--- src/rtl/ext_int_defines.svh ---
// Purpose: Offsets, bit positions, reset values and vector addresses of the external interrupt latch
// Assumes: Included by its bare name wherever the constants are needed
// Notes:   Definitions only
`ifndef EXT_INT_DEFINES_SVH
`define EXT_INT_DEFINES_SVH

// ----------------------------------------------------------------------
// Register byte offsets
// ----------------------------------------------------------------------
`define EXT_INT_SC_OFFSET   8'h00
`define EXT_INT_OPT_OFFSET  8'h04

// ----------------------------------------------------------------------
// Field positions
// ----------------------------------------------------------------------
`define EXT_INT_CLR_BIT     1
`define EXT_INT_PEND_BIT    3
`define EXT_INT_EN_BIT      7
`define EXT_INT_PSEL_BIT    0
`define EXT_INT_LVL_BIT     1

// ----------------------------------------------------------------------
// Reset values
// ----------------------------------------------------------------------
`define EXT_INT_EN_RST      1'b1
`define EXT_INT_PEND_RST    1'b0
`define EXT_INT_MASK_RST    1'b1
`define EXT_INT_PSEL_RST    1'b0
`define EXT_INT_LVL_RST     1'b0
`define EXT_INT_IRQ_IDLE    1'b1
`define EXT_INT_PORT_IDLE   4'h0

// ----------------------------------------------------------------------
// Vector addresses and bus responses
// ----------------------------------------------------------------------
`define EXT_INT_VEC_HI      16'h07fa
`define EXT_INT_VEC_LO      16'h07fb
`define EXT_INT_RESP_OKAY   2'h0
`define EXT_INT_RESP_SLVERR 2'h2

`endif

--- src/rtl/ext_int_pkg.sv ---
// Purpose: Types shared by the external interrupt latch and its bench
// Assumes: Nothing beyond the defines header
// Notes:   Bus carriers follow AXI4-Lite signal names
package ext_int_pkg;

  // ----------------------------------------------------------------------
  // Enumerations
  // ----------------------------------------------------------------------
  typedef enum logic [1:0] {
    PH_IDLE   = 2'b00,
    PH_VEC_HI = 2'b01,
    PH_VEC_LO = 2'b10
  } phase_t;

  typedef enum logic [1:0] {
    SEL_SC   = 2'b00,
    SEL_OPT  = 2'b01,
    SEL_NONE = 2'b10
  } reg_sel_t;

  // ----------------------------------------------------------------------
  // Carriers
  // ----------------------------------------------------------------------
  typedef struct packed {
    logic        awvalid;
    logic [31:0] awaddr;
    logic        wvalid;
    logic [31:0] wdata;
    logic [3:0]  wstrb;
    logic        bready;
    logic        arvalid;
    logic [31:0] araddr;
    logic        rready;
  } axi_lite_req_t;

  typedef struct packed {
    logic        awready;
    logic        wready;
    logic        bvalid;
    logic [1:0]  bresp;
    logic        arready;
    logic        rvalid;
    logic [31:0] rdata;
    logic [1:0]  rresp;
  } axi_lite_rsp_t;

  typedef struct packed {
    logic instrEnd;
    logic setMask;
    logic clearMask;
    logic stopExec;
    logic waitExec;
  } cpu_ctl_t;

  typedef struct packed {
    logic        intStart;
    logic        vecFetch;
    logic [15:0] vecAddr;
    logic        maskBit;
    logic        pinLevel;
  } cpu_int_t;

  // ----------------------------------------------------------------------
  // Whole state of the latch
  // ----------------------------------------------------------------------
  typedef struct packed {
    logic          irqMeta;
    logic          irqSync;
    logic          irqPrev;
    logic [3:0]    portMeta;
    logic [3:0]    portSync;
    logic [3:0]    portPrev;
    logic          latch;
    logic          enable;
    logic          mask;
    logic          portSel;
    logic          levelSense;
    phase_t        phase;
    cpu_int_t      cpu;
    axi_lite_rsp_t axi;
  } state_t;

endpackage

--- src/rtl/external_interrupt_latch.sv ---
// Purpose: External interrupt latch with a dedicated active-low pin and a port pin group
// Assumes: Core pulses instrEnd once per instruction; pins are asynchronous to clock
// Notes:   Registers over AXI4-Lite; one write and one read outstanding at most
//
// The register offsets and the AXI4-Lite slave port are this design's own decisions.
`timescale 1ns/1ns
`include "ext_int_defines.svh"

module external_interrupt_latch
  import ext_int_pkg::*;
(
  input  wire logic          clock,
  input  wire logic          rst_n,
  input  wire axi_lite_req_t axiReq,
  output axi_lite_rsp_t      axiRsp,
  input  wire cpu_ctl_t      cpuCtl,
  output cpu_int_t           cpuInt,
  input  wire logic          irqPin_n,
  input  wire logic [3:0]    portIntPins
);

  // ----------------------------------------------------------------------
  // Reset release
  // ----------------------------------------------------------------------
  logic rstMeta_n;
  logic rstSync_n;

  // Assert at once, release two edges later so no flop sees a runt release
  always_ff @(posedge clock or negedge rst_n) begin
    if (!rst_n) begin
      rstMeta_n <= 1'b0;
      rstSync_n <= 1'b0;
    end else begin
      rstMeta_n <= 1'b1;
      rstSync_n <= rstMeta_n;
    end
  end

  // ----------------------------------------------------------------------
  // Address decode
  // ----------------------------------------------------------------------
  function automatic reg_sel_t regSel(input logic [31:0] addr);
    reg_sel_t sel;
    sel = SEL_NONE;
    if (addr[7:0] == `EXT_INT_SC_OFFSET) begin
      sel = SEL_SC;
    end else if (addr[7:0] == `EXT_INT_OPT_OFFSET) begin
      sel = SEL_OPT;
    end
    return sel;
  endfunction

  // ----------------------------------------------------------------------
  // State and reset image
  // ----------------------------------------------------------------------
  localparam state_t ST_RST = '{
    irqMeta:    `EXT_INT_IRQ_IDLE,
    irqSync:    `EXT_INT_IRQ_IDLE,
    irqPrev:    `EXT_INT_IRQ_IDLE,
    portMeta:   `EXT_INT_PORT_IDLE,
    portSync:   `EXT_INT_PORT_IDLE,
    portPrev:   `EXT_INT_PORT_IDLE,
    latch:      `EXT_INT_PEND_RST,
    enable:     `EXT_INT_EN_RST,
    mask:       `EXT_INT_MASK_RST,
    portSel:    `EXT_INT_PSEL_RST,
    levelSense: `EXT_INT_LVL_RST,
    phase:      PH_IDLE,
    cpu:        '0,
    axi:        '0
  };

  state_t   st_r;
  state_t   st_nxt;
  logic     wrFire;
  logic     rdFire;
  reg_sel_t wrSel;
  reg_sel_t rdSel;
  logic     scWrite;
  logic     clrHit;
  logic     dedSet;
  logic     portSet;
  logic     reqSet;
  logic     takeNow;
  logic     lowPower;

  // ----------------------------------------------------------------------
  // Request detection
  // ----------------------------------------------------------------------
  // Only the second and third stages are looked at; the first stays private
  assign dedSet  = (st_r.irqPrev & ~st_r.irqSync)
                 | (st_r.levelSense & ~st_r.irqSync);
  // Per-pin edges, so a pin must fall back before it can request again
  assign portSet = st_r.portSel
                 & ((|(st_r.portSync & ~st_r.portPrev))
                 | (st_r.levelSense & (|st_r.portSync)));
  assign reqSet  = dedSet | portSet;

  // Enable gates service, not capture, so a disabled request stays visible
  assign takeNow = (st_r.phase == PH_IDLE) & cpuCtl.instrEnd & st_r.latch
                 & ~st_r.mask & st_r.enable;
  assign lowPower = cpuCtl.stopExec | cpuCtl.waitExec;

  // ----------------------------------------------------------------------
  // Bus strobes
  // ----------------------------------------------------------------------
  assign wrFire  = st_r.axi.awready & axiReq.awvalid & axiReq.wvalid;
  assign rdFire  = st_r.axi.arready & axiReq.arvalid;
  assign wrSel   = regSel(axiReq.awaddr);
  assign rdSel   = regSel(axiReq.araddr);
  assign scWrite = wrFire & (wrSel == SEL_SC) & axiReq.wstrb[0];
  assign clrHit  = scWrite & axiReq.wdata[`EXT_INT_CLR_BIT];

  // ----------------------------------------------------------------------
  // Next state
  // ----------------------------------------------------------------------
  always_comb begin
    st_nxt = st_r;

    // Two-stage synchronisers plus a history stage for edges
    st_nxt.irqMeta  = irqPin_n;
    st_nxt.irqSync  = st_r.irqMeta;
    st_nxt.irqPrev  = st_r.irqSync;
    st_nxt.portMeta = portIntPins;
    st_nxt.portSync = st_r.portMeta;
    st_nxt.portPrev = st_r.portSync;
    // Branch-on-pin sees the dedicated pin alone
    st_nxt.cpu.pinLevel = st_r.irqSync;
    st_nxt.cpu.intStart = 1'b0;

    // Latch: a new request wins over any clear in the same cycle
    if (reqSet) begin
      st_nxt.latch = 1'b1;
    end else if (clrHit || st_r.phase == PH_VEC_HI) begin
      st_nxt.latch = 1'b0;
    end

    // Enable: software writes it, low-power entry forces it on
    if (scWrite) begin
      st_nxt.enable = axiReq.wdata[`EXT_INT_EN_BIT];
    end
    if (lowPower) begin
      st_nxt.enable = 1'b1;
    end

    // Option bits are written only through the option register and read back from it
    if (wrFire && wrSel == SEL_OPT && axiReq.wstrb[0]) begin
      st_nxt.portSel    = axiReq.wdata[`EXT_INT_PSEL_BIT];
      st_nxt.levelSense = axiReq.wdata[`EXT_INT_LVL_BIT];
    end

    // Mask bit: core set/clear, low-power entry clears, service entry sets
    if (cpuCtl.setMask) begin
      st_nxt.mask = 1'b1;
    end
    if (cpuCtl.clearMask || lowPower) begin
      st_nxt.mask = 1'b0;
    end
    if (takeNow) begin
      st_nxt.mask = 1'b1;
    end

    // Vector sequence: high byte address, then low byte address
    unique case (st_r.phase)
      PH_IDLE: begin
        st_nxt.cpu.vecFetch = 1'b0;
        if (takeNow) begin
          st_nxt.phase        = PH_VEC_HI;
          st_nxt.cpu.intStart = 1'b1;
          st_nxt.cpu.vecFetch = 1'b1;
          st_nxt.cpu.vecAddr  = `EXT_INT_VEC_HI;
        end
      end
      PH_VEC_HI: begin
        st_nxt.phase       = PH_VEC_LO;
        st_nxt.cpu.vecAddr = `EXT_INT_VEC_LO;
      end
      PH_VEC_LO: begin
        st_nxt.phase        = PH_IDLE;
        st_nxt.cpu.vecFetch = 1'b0;
      end
      default: begin
        st_nxt.phase        = PH_IDLE;
        st_nxt.cpu.vecFetch = 1'b0;
      end
    endcase
    st_nxt.cpu.maskBit = st_nxt.mask;

    // Write channel: take address and data together, answer one cycle on
    st_nxt.axi.awready = 1'b0;
    st_nxt.axi.wready  = 1'b0;
    if (wrFire) begin
      st_nxt.axi.bvalid = 1'b1;
      st_nxt.axi.bresp  = (wrSel == SEL_NONE) ? `EXT_INT_RESP_SLVERR : `EXT_INT_RESP_OKAY;
    end else if (st_r.axi.bvalid && axiReq.bready) begin
      st_nxt.axi.bvalid = 1'b0;
    end
    if (!st_r.axi.bvalid && !st_r.axi.awready && axiReq.awvalid && axiReq.wvalid) begin
      st_nxt.axi.awready = 1'b1;
      st_nxt.axi.wready  = 1'b1;
    end

    // Read channel: pending flag is live latch, clear bit reads as zero
    st_nxt.axi.arready = 1'b0;
    if (rdFire) begin
      st_nxt.axi.rvalid = 1'b1;
      st_nxt.axi.rdata  = 32'h0000_0000;
      st_nxt.axi.rresp  = `EXT_INT_RESP_OKAY;
      unique case (rdSel)
        SEL_SC: begin
          st_nxt.axi.rdata[`EXT_INT_EN_BIT]   = st_r.enable;
          st_nxt.axi.rdata[`EXT_INT_PEND_BIT] = st_r.latch;
        end
        SEL_OPT: begin
          st_nxt.axi.rdata[`EXT_INT_PSEL_BIT] = st_r.portSel;
          st_nxt.axi.rdata[`EXT_INT_LVL_BIT]  = st_r.levelSense;
        end
        SEL_NONE: begin
          st_nxt.axi.rresp = `EXT_INT_RESP_SLVERR;
        end
        default: begin
          st_nxt.axi.rresp = `EXT_INT_RESP_SLVERR;
        end
      endcase
    end else if (st_r.axi.rvalid && axiReq.rready) begin
      st_nxt.axi.rvalid = 1'b0;
    end
    if (!st_r.axi.rvalid && !st_r.axi.arready && axiReq.arvalid) begin
      st_nxt.axi.arready = 1'b1;
    end
  end

  // ----------------------------------------------------------------------
  // State register
  // ----------------------------------------------------------------------
  // Reset image clears pending, sets enable and mask
  always_ff @(posedge clock or negedge rstSync_n) begin
    if (!rstSync_n) begin
      st_r <= ST_RST;
    end else begin
      st_r <= st_nxt;
    end
  end

  assign axiRsp = st_r.axi;
  assign cpuInt = st_r.cpu;
endmodule

--- config.mk ---
export PLATFORM = sky130hd
export DESIGN_NAME = external_interrupt_latch
export DESIGN_NICKNAME = d
export VERILOG_FILES = /design/src/rtl/ext_int_pkg.sv /design/src/rtl/external_interrupt_latch.sv
export VERILOG_INCLUDE_DIRS = /design/src /design/src/rtl
export SDC_FILE = /design/constraint.sdc
export NUM_CORES = 1
export LEC_CHECK = 0
export BUFFER_PORTS_ARGS = -buffer_cell sky130_fd_sc_hd__buf_4
export CAP_MARGIN = 40
export CORE_MARGIN = 1
export CORE_UTILIZATION = 34
export CTS_BUF_LIST = sky130_fd_sc_hd__clkbuf_2
export CTS_CLUSTER_DIAMETER = 150
export DETAILED_ROUTE_END_ITERATION = 8
export HOLD_SLACK_MARGIN = 0.06
export PLACE_DENSITY = 0.79
export SLEW_MARGIN = 30
export SYNTH_ARGS = -nofsm -noshare
export SYNTH_HDL_FRONTEND = slang
export SYNTH_SLANG_ARGS = --single-unit
--- constraint.sdc ---
create_clock -name clock -period 1.09 [get_ports clock]
set_input_delay 0.1635 -clock clock [delete_from_list [all_inputs] [get_ports clock]]
set_output_delay 0.1635 -clock clock [all_outputs]
set_load 0.02 [all_outputs]
Word level (Yosys, flattened, before mapping)
Index checks and enable logic that the tools add are counted.

word-level totals
  register bits = 57
  input port bits = 117
  output and inout port bits = 61
  logic and storage cells = 112

operators by class
  eq/ne operators = 7
  multiplexer cells = 27
  bitwise gates (word level) = 22
  reductions and logical operators = 29

operators by type and width
  operator                                       number
  case mux 16 bit (2 select lines)               1
  2-to-1 mux 20 bit                              1
  == test 8 x 3 -> 1 bit, second input constant  2
  zero test 8 bit                                2
  2-to-1 mux 2 bit                               8
  2-to-1 mux 1 bit                               15
  bitwise AND 1 bit                              14
  nonzero test 2 bit                             5
  logical AND 1 bit                              9
  OR reduction 4 bit                             2
  == test 2 x 1 -> 1 bit, second input constant  3
  zero test 2 bit                                3
  bitwise AND 4 bit                              1
  zero test 1 bit                                4
  NOT 4 bit                                      1
  OR 1 bit                                       4
  case mux 2 bit (2 select lines)                1
  == test 2 bit, second input constant           1
  logical OR 1 bit                               2
  != test 2 bit, second input constant           1
  NOT 1 bit                                      2
  case mux 1 bit (2 select lines)                1
  AND reduction 2 bit                            1
  OR reduction 2 bit                             1

Longest topological paths before layout
Gate-level depths: netlist (run 1).

  word-level depth = 10
  depth in mapped cells = 4
  depth with buffers taken out = 4

Least setup slack after synthesis (run 1)
Ideal clock, no wire load.

  path type = input to register
  start = input port axiReq[77] (netlist bit)
  end = register st_r[67] (netlist bit)
  setup time = 0.124 ns
  data arrival time = 1.346 ns
  data required time = 0.966 ns
  path slack = -0.380 ns
  stages = 4
  path buffers = 0
  cell sequence = or4_4 nor4_4 a21oi_1 a211o_1

on the way
  longest elaborated chain between the ends = 9
  elaborated cells on any way between the ends = 10
  classes of those cells = eq/ne (1); mux (2); bitwise (3); reduce/logical (4)

ends and longest elaborated chain
  what                                     RTL line                         RTL
  from (decl)                              external_interrupt_latch.sv:14   input wire axi_lite_req_t axiReq,
  == test 8 x 3 -> 1 bit (no source line)  -
  2-to-1 mux 2 bit                         external_interrupt_latch.sv:47   end else if (addr[7:0] == `EXT_INT_OPT_OFFSET) begin
  2-to-1 mux 2 bit *                       external_interrupt_latch.sv:45   if (addr[7:0] == `EXT_INT_SC_OFFSET) begin
  zero test 2 bit *                        external_interrupt_latch.sv:111  assign scWrite = wrFire & (wrSel == SEL_SC) & axiReq.wstrb[0];
  bitwise AND 1 bit * (2 in a row)         external_interrupt_latch.sv:111
  bitwise AND 1 bit *                      external_interrupt_latch.sv:112  assign clrHit = scWrite & axiReq.wdata[`EXT_INT_CLR_BIT];
  logical OR 1 bit *                       external_interrupt_latch.sv:134  end else if (clrHit || st_r.phase == PH_VEC_HI) begin
  nonzero test 2 bit (no source line) *    -
  to (signal assigned)                     external_interrupt_latch.sv:241  st_r <= st_nxt;
  to (decl)                                external_interrupt_latch.sv:73   state_t st_r;

Mark *: on every way between the ends. The rest lies on a longest branch, timed or not.
A chain may end at the register's enable or synchronous reset.

Final worst setup path (run 1)
  start = register st_r, in the netlist st_nxt[68]
  end = register st_r[67] (netlist bit)

on the way
  longest elaborated chain between the ends = 6
  elaborated cells on any way between the ends = 9
  classes of those cells = mux (1); bitwise (5); reduce/logical (3)

ends and longest elaborated chain
  what                                                     RTL line                                                        RTL
  bitwise AND 4 bit or OR reduction 4 bit (tied branches)  external_interrupt_latch.sv:95, external_interrupt_latch.sv:96
  OR reduction 4 bit or bitwise AND 1 bit (tied branches)  external_interrupt_latch.sv:95, external_interrupt_latch.sv:96
  OR 1 bit *                                               external_interrupt_latch.sv:96                                  | (st_r.levelSense & (|st_r.portSync)));
  bitwise AND 1 bit *                                      external_interrupt_latch.sv:95                                  & ((|(st_r.portSync & ~st_r.portPrev))
  OR 1 bit *                                               external_interrupt_latch.sv:97                                  assign reqSet = dedSet | portSet;
  2-to-1 mux 1 bit or nonzero test 2 bit (tied branches)   -

Marked as above.

==> metrics.md, run 1 <==
| Metric | Value |
|---|---|
| Status | `complete, but fails checks` |
| Failing checks | `negative setup slack` |
| Sw Ratio | `27.6%` |
| Diode count | `0` |
| Via/cell ratio | `3.97` |
| Crit-path max FO | `2` |
| Post-synthesis compound-gate area fraction | `6.22%` |
| Share of power burned in combinational logic | `26.5%` |
| Worst-skew pair later-pin latency | `0.39 ns` |
| Drt first pass iters | `4` |
| Die Y | `75.4 um` |
| Pint | `2.86 mW` |
| Antenna-violating nets left | `0` |
| Max Cap Viol | `0` |
| Critical path capture point type | `register` |
| Unrepaired setup endpoints after global routing | `true` |
| Yosys warns | `0` |
| Cells after Synth | `162` |
| CTS tree | `done` |
| Main combinational cell family by area after synthesis | `buffers and inverters` |
| Layout cells sized above 1 | `45.2%` |
| Post-layout util | `52.2%` |
| Drt wl/cell | `10.7 um` |
| CTS Sinks | `40` |
| Total Die Area | `5680 um2` |
| Vias in the first global route | `1202` |
| Final Hold Viols | `0` |
| Layout area overhead | `46.7%` |
| P_sw | `1.09 mW` |
| Adder-cell share of the synthesized area | `0%` |
| Total number of vias | `1277` |
| Period minus WS final | `1.32 ns` |
| Post-synthesis cell area | `1830 um2` |
| Clk pwr share | `27.8%` |
| Unique masters post-synth | `29` |
| XOR/XNOR Fraction of Synth Area | `0%` |
| Max Freq | `0.760 GHz` |
| Hold WC Path Type | `in -> reg` |
| IO Port Bufs | `61` |
| Grt ovf | `0` |
| Final worst setup slack | `-0.226 ns` |
| Worst endpoint data arrival time | `1.63 ns` |
| Pwr Density | `1470 nW/um2` |
| Worst Skew | `0.0166 ns` |
| Register area share after synthesis | `55.1%` |
| DR iter-0 viols | `30` |
| Total GRT Usage | `12.5%` |
| Final worst-path cycle share | `121%` |
| Synthesis-stage register bit count | `40` |
| CTS clk-pin slew, worst paths | `0.20 ns` |
| Max H-tree Level | `2` |
| DRC errors left | `0` |
| Root Driver | `clkbuf_2` |
| Critical path data required time | `1.40 ns` |
| Fillers | `469` |
| Row count | `26` |
| Avg Cell Area, Syn | `11.3 um2` |
| Simple-Gate Fraction of Synth Area | `10.3%` |
| Power, Total | `3.95 mW` |
| P_leak | `1.36 nW` |
| Die Wd | `75.4 um` |
| First-pass GRT wire length | `5150 um` |
| Critical path type | `reg -> reg` |
| Clock Tree Buf Depth | `2` |
| Initial antenna violation count | `0` |
| Final net count | `368` |
| Starting Density | `35.6%` |
| Routability cong. | `0.676` |
| Slew Limit Fails | `0` |
| Sequential Power Share | `45.7%` |
| Final setup fails | `35` |
| CTS Buf Count | `5` |
| Worst slack, placed | `-0.544 ns` |
| Largest net degree at the start of global routing | `31` |
| HPWL after DPL | `2410 um` |
| IO Pins | `178` |
| Post-synthesis mux area share | `1.78%` |
| Crit start category | `register` |
| Max VDD drop | `0.956 mV` |
| Core area | `5140 um2` |
| Routed WL | `3440 um` |
## routing by layer
layer	vias up	GRT usage (%)	wire [um]
met5	-	0	0
met4	0	4.32	41
met3	7	4.50	281
met2	63	22.3	1810
met1	595	13.8	1300
li1	612	-	-
## critical path: stages (launching register included)
cell	delay, ns
dfrtp_1	0.44
o41ai_2	0.35
o2111ai_1	0.16
a211o_1	0.28
## power groups by stage
stage / combinational, mW / clock [mW] / sequential, mW
after floorplan: 0.657 / 0 / 1.81
after global placement: 0.869 / 0 / 1.81
after detailed placement: 0.891 / 0 / 1.82
after CTS: 1.03 / 1.12 / 1.81
after global routing: 1.15 / 1.18 / 1.83
final: 1.05 / 1.10 / 1.81
## Yosys cell counts
library cell / instances / area share (%)
nor3_1: 5 / 1.4
conb_1: 2 / 0.41
a21boi_0: 1 / 0.41
inv_1: 6 / 1.2
nand4b_1: 1 / 0.48
nand2_1: 9 / 1.8
nand3_1: 1 / 0.27
nor4_4: 1 / 1.2
nand4_1: 2 / 0.68
or4_4: 1 / 0.62
dfrtp_1: 35 / 48
mux2i_1: 1 / 0.55
mux2_2: 2 / 1.2
or3_1: 2 / 0.68
nor4_1: 1 / 0.34
nand2b_1: 2 / 0.68
a211o_1: 1 / 0.48
a22o_1: 2 / 0.96
nor2_1: 5 / 1.0
o2111ai_1: 1 / 0.48
nor2b_1: 2 / 0.68
o21ai_0: 6 / 1.6
a21o_1: 1 / 0.41
o21bai_1: 2 / 0.82
buf_4: 61 / 25
dfstp_2: 5 / 7.2
nor3b_1: 1 / 0.41
o41ai_1: 1 / 0.48
a21oi_1: 2 / 0.55
## cell type report
class	count	area, um2	area share (%)
multi-input cells	90	502	18.7
clock buffers	6	30.0	1.12
flip-flops and latches	40	1010	37.6
inverters	6	22.5	0.839
clock inverters	2	60.1	2.24
well taps	70	87.6	3.26
repair buffers	108	973	36.3
## metrics by stage
step	TNS, ns	cell area (um2)	instances	hold slack [ns]
after global routing	-5.26	2680	322	0.0788
final	-3.20	2680	322	0.0875
after global placement	-2.08	2180	282	-0.0526
after floorplan	-1.18	1970	197	-0.132
after detailed placement	-2.32	2180	282	-0.0492
after CTS	-3.77	2640	318	0.0732
## cells by family (layout without fill, tap and decap cells)
logic type             count (synthesis)  in the layout
flip-flops                            40             40
other                                  2             37
AND/OR/NAND/NOR                       33             33
AO/OA/AOI/OAI                         17             17
multiplexers                           3              3
buffers and inverters                 67            122
## cell usage in the layout (no fill, tap or decap), types with 2 or more instances in the layout
| master | instances |
|---|---|
| dfstp_2 | 5 |
| or3_1 | 2 |
| nor3_1 | 2 |
| nor2b_1 | 2 |
| nor3_2 | 3 |
| buf_4 | 61 |
| clkbuf_2 | 6 |
| dfrtp_1 | 34 |
| nor2_1 | 4 |
| a21oi_1 | 2 |
| dlygate4sd3_1 | 18 |
| conb_1 | 37 |
| nand2b_1 | 2 |
| nand2_1 | 9 |
| nand4_1 | 2 |
| buf_6 | 28 |
| o21ai_0 | 6 |
| inv_1 | 6 |
| mux2_2 | 2 |
| a22o_1 | 2 |
| bufinv_16 | 2 |
## what timing repair did
action | CTS | global route
pin swaps | 4 | 3
setup endpoints to repair | 35 | 38
endpoints found under the hold margin | 17 | 0
buffers inserted | 9 | 4
cloned | 1 | 0
hold buffers | 18 | 0
gates resized for setup | 29 | 4
## sequential cells by signal, indices dropped and copies added, names as in the netlist
register and count:
rstMeta_n 1, rstSync_n 1, st_r 12, st_nxt 10
axiRsp 10, cpuInt 6
## path summary, 6_finish.rpt
check / from / endpoint / slack, ns / cells after the start
max reg2reg: st_nxt[68] / st_r[67] / -0.23 / 3
min in group asynchronous: rstSync_n / cpuInt[1] / 0.13 / 0
max in group asynchronous: rst_n / rstSync_n / 0.36 / 3
min reg2reg: rstSync_n / cpuInt[1] / 0.13 / 0
max: st_nxt[68] / st_r[67] / -0.23 / 3
min: axiReq[74] / st_r[66] / 0.09 / 4
(Power assumes the default switching activity.)
==> inputs of run 2 (changes only) <==
CORE_ASPECT_RATIO = 0.6   (was unset)
==> metrics.md, run 2 (synthesis gave the netlist of run 1 again) <==
| Metric | Value |
|---|---|
| Setup TNS | `-3.01 ns (+0.198 ns)` |
| Crit start category | `register` |
| CTS Buf Count | `5 (unchanged)` |
| Worst-skew pair later-pin latency | `0.38 ns (about the same)` |
| Starting Density | `35.7% (+0.069 points)` |
| Clock Tree Buf Depth | `2 (unchanged)` |
| Die Wd | `96.7 um (+28%)` |
| HPWL after DPL | `2700 um (+12%)` |
| Max VDD drop | `0.711 mV (-26%)` |
| Row count | `20 (-23%)` |
| Via/cell ratio | `3.92 (-1.0%)` |
| Period minus WS final | `1.31 ns (-0.00989 ns)` |
| Worst endpoint data arrival time | `1.61 ns (-0.02 ns)` |
| Failing checks | `negative setup slack` |
| Total GRT Usage | `13.4% (+0.92 points)` |
| IO Pins | `178 (unchanged)` |
| WHS | `0.116 ns (+0.0285 ns)` |
| Max Freq | `0.766 GHz (+0.76%)` |
| Diode count | `0 (unchanged)` |
| Unrepaired setup endpoints after global routing | `true` |
| Crit-path max FO | `2 (unchanged)` |
| Most common library cell in the layout ignoring fill and taps | `buf_4` |
| Worst Skew | `0.0215 ns (+0.00482 ns)` |
| Largest net degree at the start of global routing | `23 (-26%)` |
| Max Cap Viol | `0 (unchanged)` |
| CTS clk-pin slew, worst paths | `0.20 ns (about the same)` |
| Final worst setup slack | `-0.216 ns (+0.00989 ns)` |
| Final Hold Viols | `0 (unchanged)` |
| Vias in the first global route | `1235 (+2.7%)` |
| CTS Sinks | `40 (unchanged)` |
| IO Port Bufs | `61 (unchanged)` |
| Critical path data required time | `1.39 ns (about the same)` |
| Root Driver | `clkbuf_2` |
| Hold WC Path Type | `in -> reg` |
| Largest register FFs | `12 (unchanged)` |
| DRC errors left | `0 (unchanged)` |
| Final worst-path cycle share | `120% (-0.91 points)` |
| Layout area overhead | `45.8%` |
| Status | `complete, but fails checks` |
| Antenna-violating nets left | `0 (unchanged)` |
| Final net count | `368 (unchanged)` |
| DR iter-0 viols | `14 (-53%)` |
| Drt first pass iters | `4 (unchanged)` |
| Slew Limit Fails | `0 (unchanged)` |
| Max H-tree Level | `2 (unchanged)` |
| Total Die Area | `5690 um2 (+0.17%)` |
| Total number of vias | `1248 (-2.3%)` |
| Core area | `5130 um2 (-0.19%)` |
| CTS tree | `done` |
| First-pass GRT wire length | `5870 um (+14%)` |
| Initial antenna violation count | `0 (unchanged)` |
| Routed WL | `3630 um (+5.5%)` |
| Pwr Density | `1420 nW/um2 (-3.6%)` |
| Die Y | `58.8 um (-22%)` |
| Critical path type | `reg -> reg` |
| Grt ovf | `0 (unchanged)` |
| Most frequent cells in the layout | `buf_4, conb_1, dfrtp_1` |
| Final setup fails | `33 (-5.7%)` |
| Top reg by flops | `st_r` |
| Layout cells sized above 1 | `45.2% (unchanged)` |
| P_leak | `1.34 nW (-1.5%)` |
| Drt wl/cell | `11.4 um (+6.8%)` |
| Routability cong. | `0.698 (+3.2%)` |
| Critical path capture point type | `register` |
-- run 2: changes by cell type in the layout (fill, tap and decap cells not counted) --
cell           before  now
nand3_1             1    0
o21bai_4            0    1
buf_12              1    0
buf_4              61   60
nor3_4              0    1
nor3_2              3    2
buf_6              28   29
bufinv_16           2    1
o21bai_2            1    0
nand3_2             0    1
dlygate4sd3_1      18   19
clkinv_2            0    1
-- run 2: repair_timing --
action | in CTS | in global routing
pin swaps | 4 | 4
hold buffers | 19 | 0
hold endpoints to repair | 18 | 0
gates resized for setup | 33 | 3
endpoints found under the setup margin | 35 | 39
setup buffers | 9 | 4
-- run 2: per-layer routing --
layer	routed length [um]	share of wire [%]	GRT usage, %
met1	1560	43	17.3
met2	1840	51	22.0
met3	219	6.0	4.87
met4	0	0	3.20
met5	0	0	0
-- run 2: power by group --
group	leakage, nW	internal (mW)	switching [mW]
Clock	0.0430	0.395	0.467
Combinational	0.813	0.591	0.521
Sequential	0.480	1.69	0.127
-- run 2: layout make-up --
type	instances	area (um2)
clock inverter	2	35.0
tap	66	82.6
timing repair buffer	108	967
sequential	40	1010
clock buffer	6	30.0
fill	470	2460
multi-input combinational	90	520
inverter	6	22.5
-- run 2: final timing paths --
check,from,end,slack (ns),cells past startpoint
setup / recovery,st_nxt[68],st_r[67],-0.22,3
setup reg to reg,st_nxt[68],st_r[67],-0.22,3
hold / removal,axiReq[71],axiRsp[40],0.12,4
hold reg to reg,rstSync_n,st_r[68],0.24,1
min in group asynchronous,rstSync_n,st_r[68],0.24,1
max in group asynchronous,rst_n,rstSync_n,0.36,3
-- run 2: worst max-delay path, stage by stage (launching register included) --
cell	delay (ns)
dfrtp_1	0.43
o41ai_2	0.35
o2111ai_1	0.18
a211o_1	0.28
-- run 2: through the flow --
| step | cell area [um2] | power [mW] | util, % | setup slack, ns | instances |
|---|---|---|---|---|---|
| final | 2670 | 3.79 | 52.0 | -0.216 | 318 |
| after global routing | 2670 | 4.03 | 52.0 | -0.316 | 318 |
| after CTS | 2630 | 3.83 | 51.3 | -0.253 | 315 |
| after detailed placement | 2170 | 2.71 | 42.3 | -0.519 | 279 |
| after global placement | 2170 | 2.69 | 42.3 | -0.509 | 279 |
| after floorplan | 1970 | 2.47 | - | -0.357 | 197 |
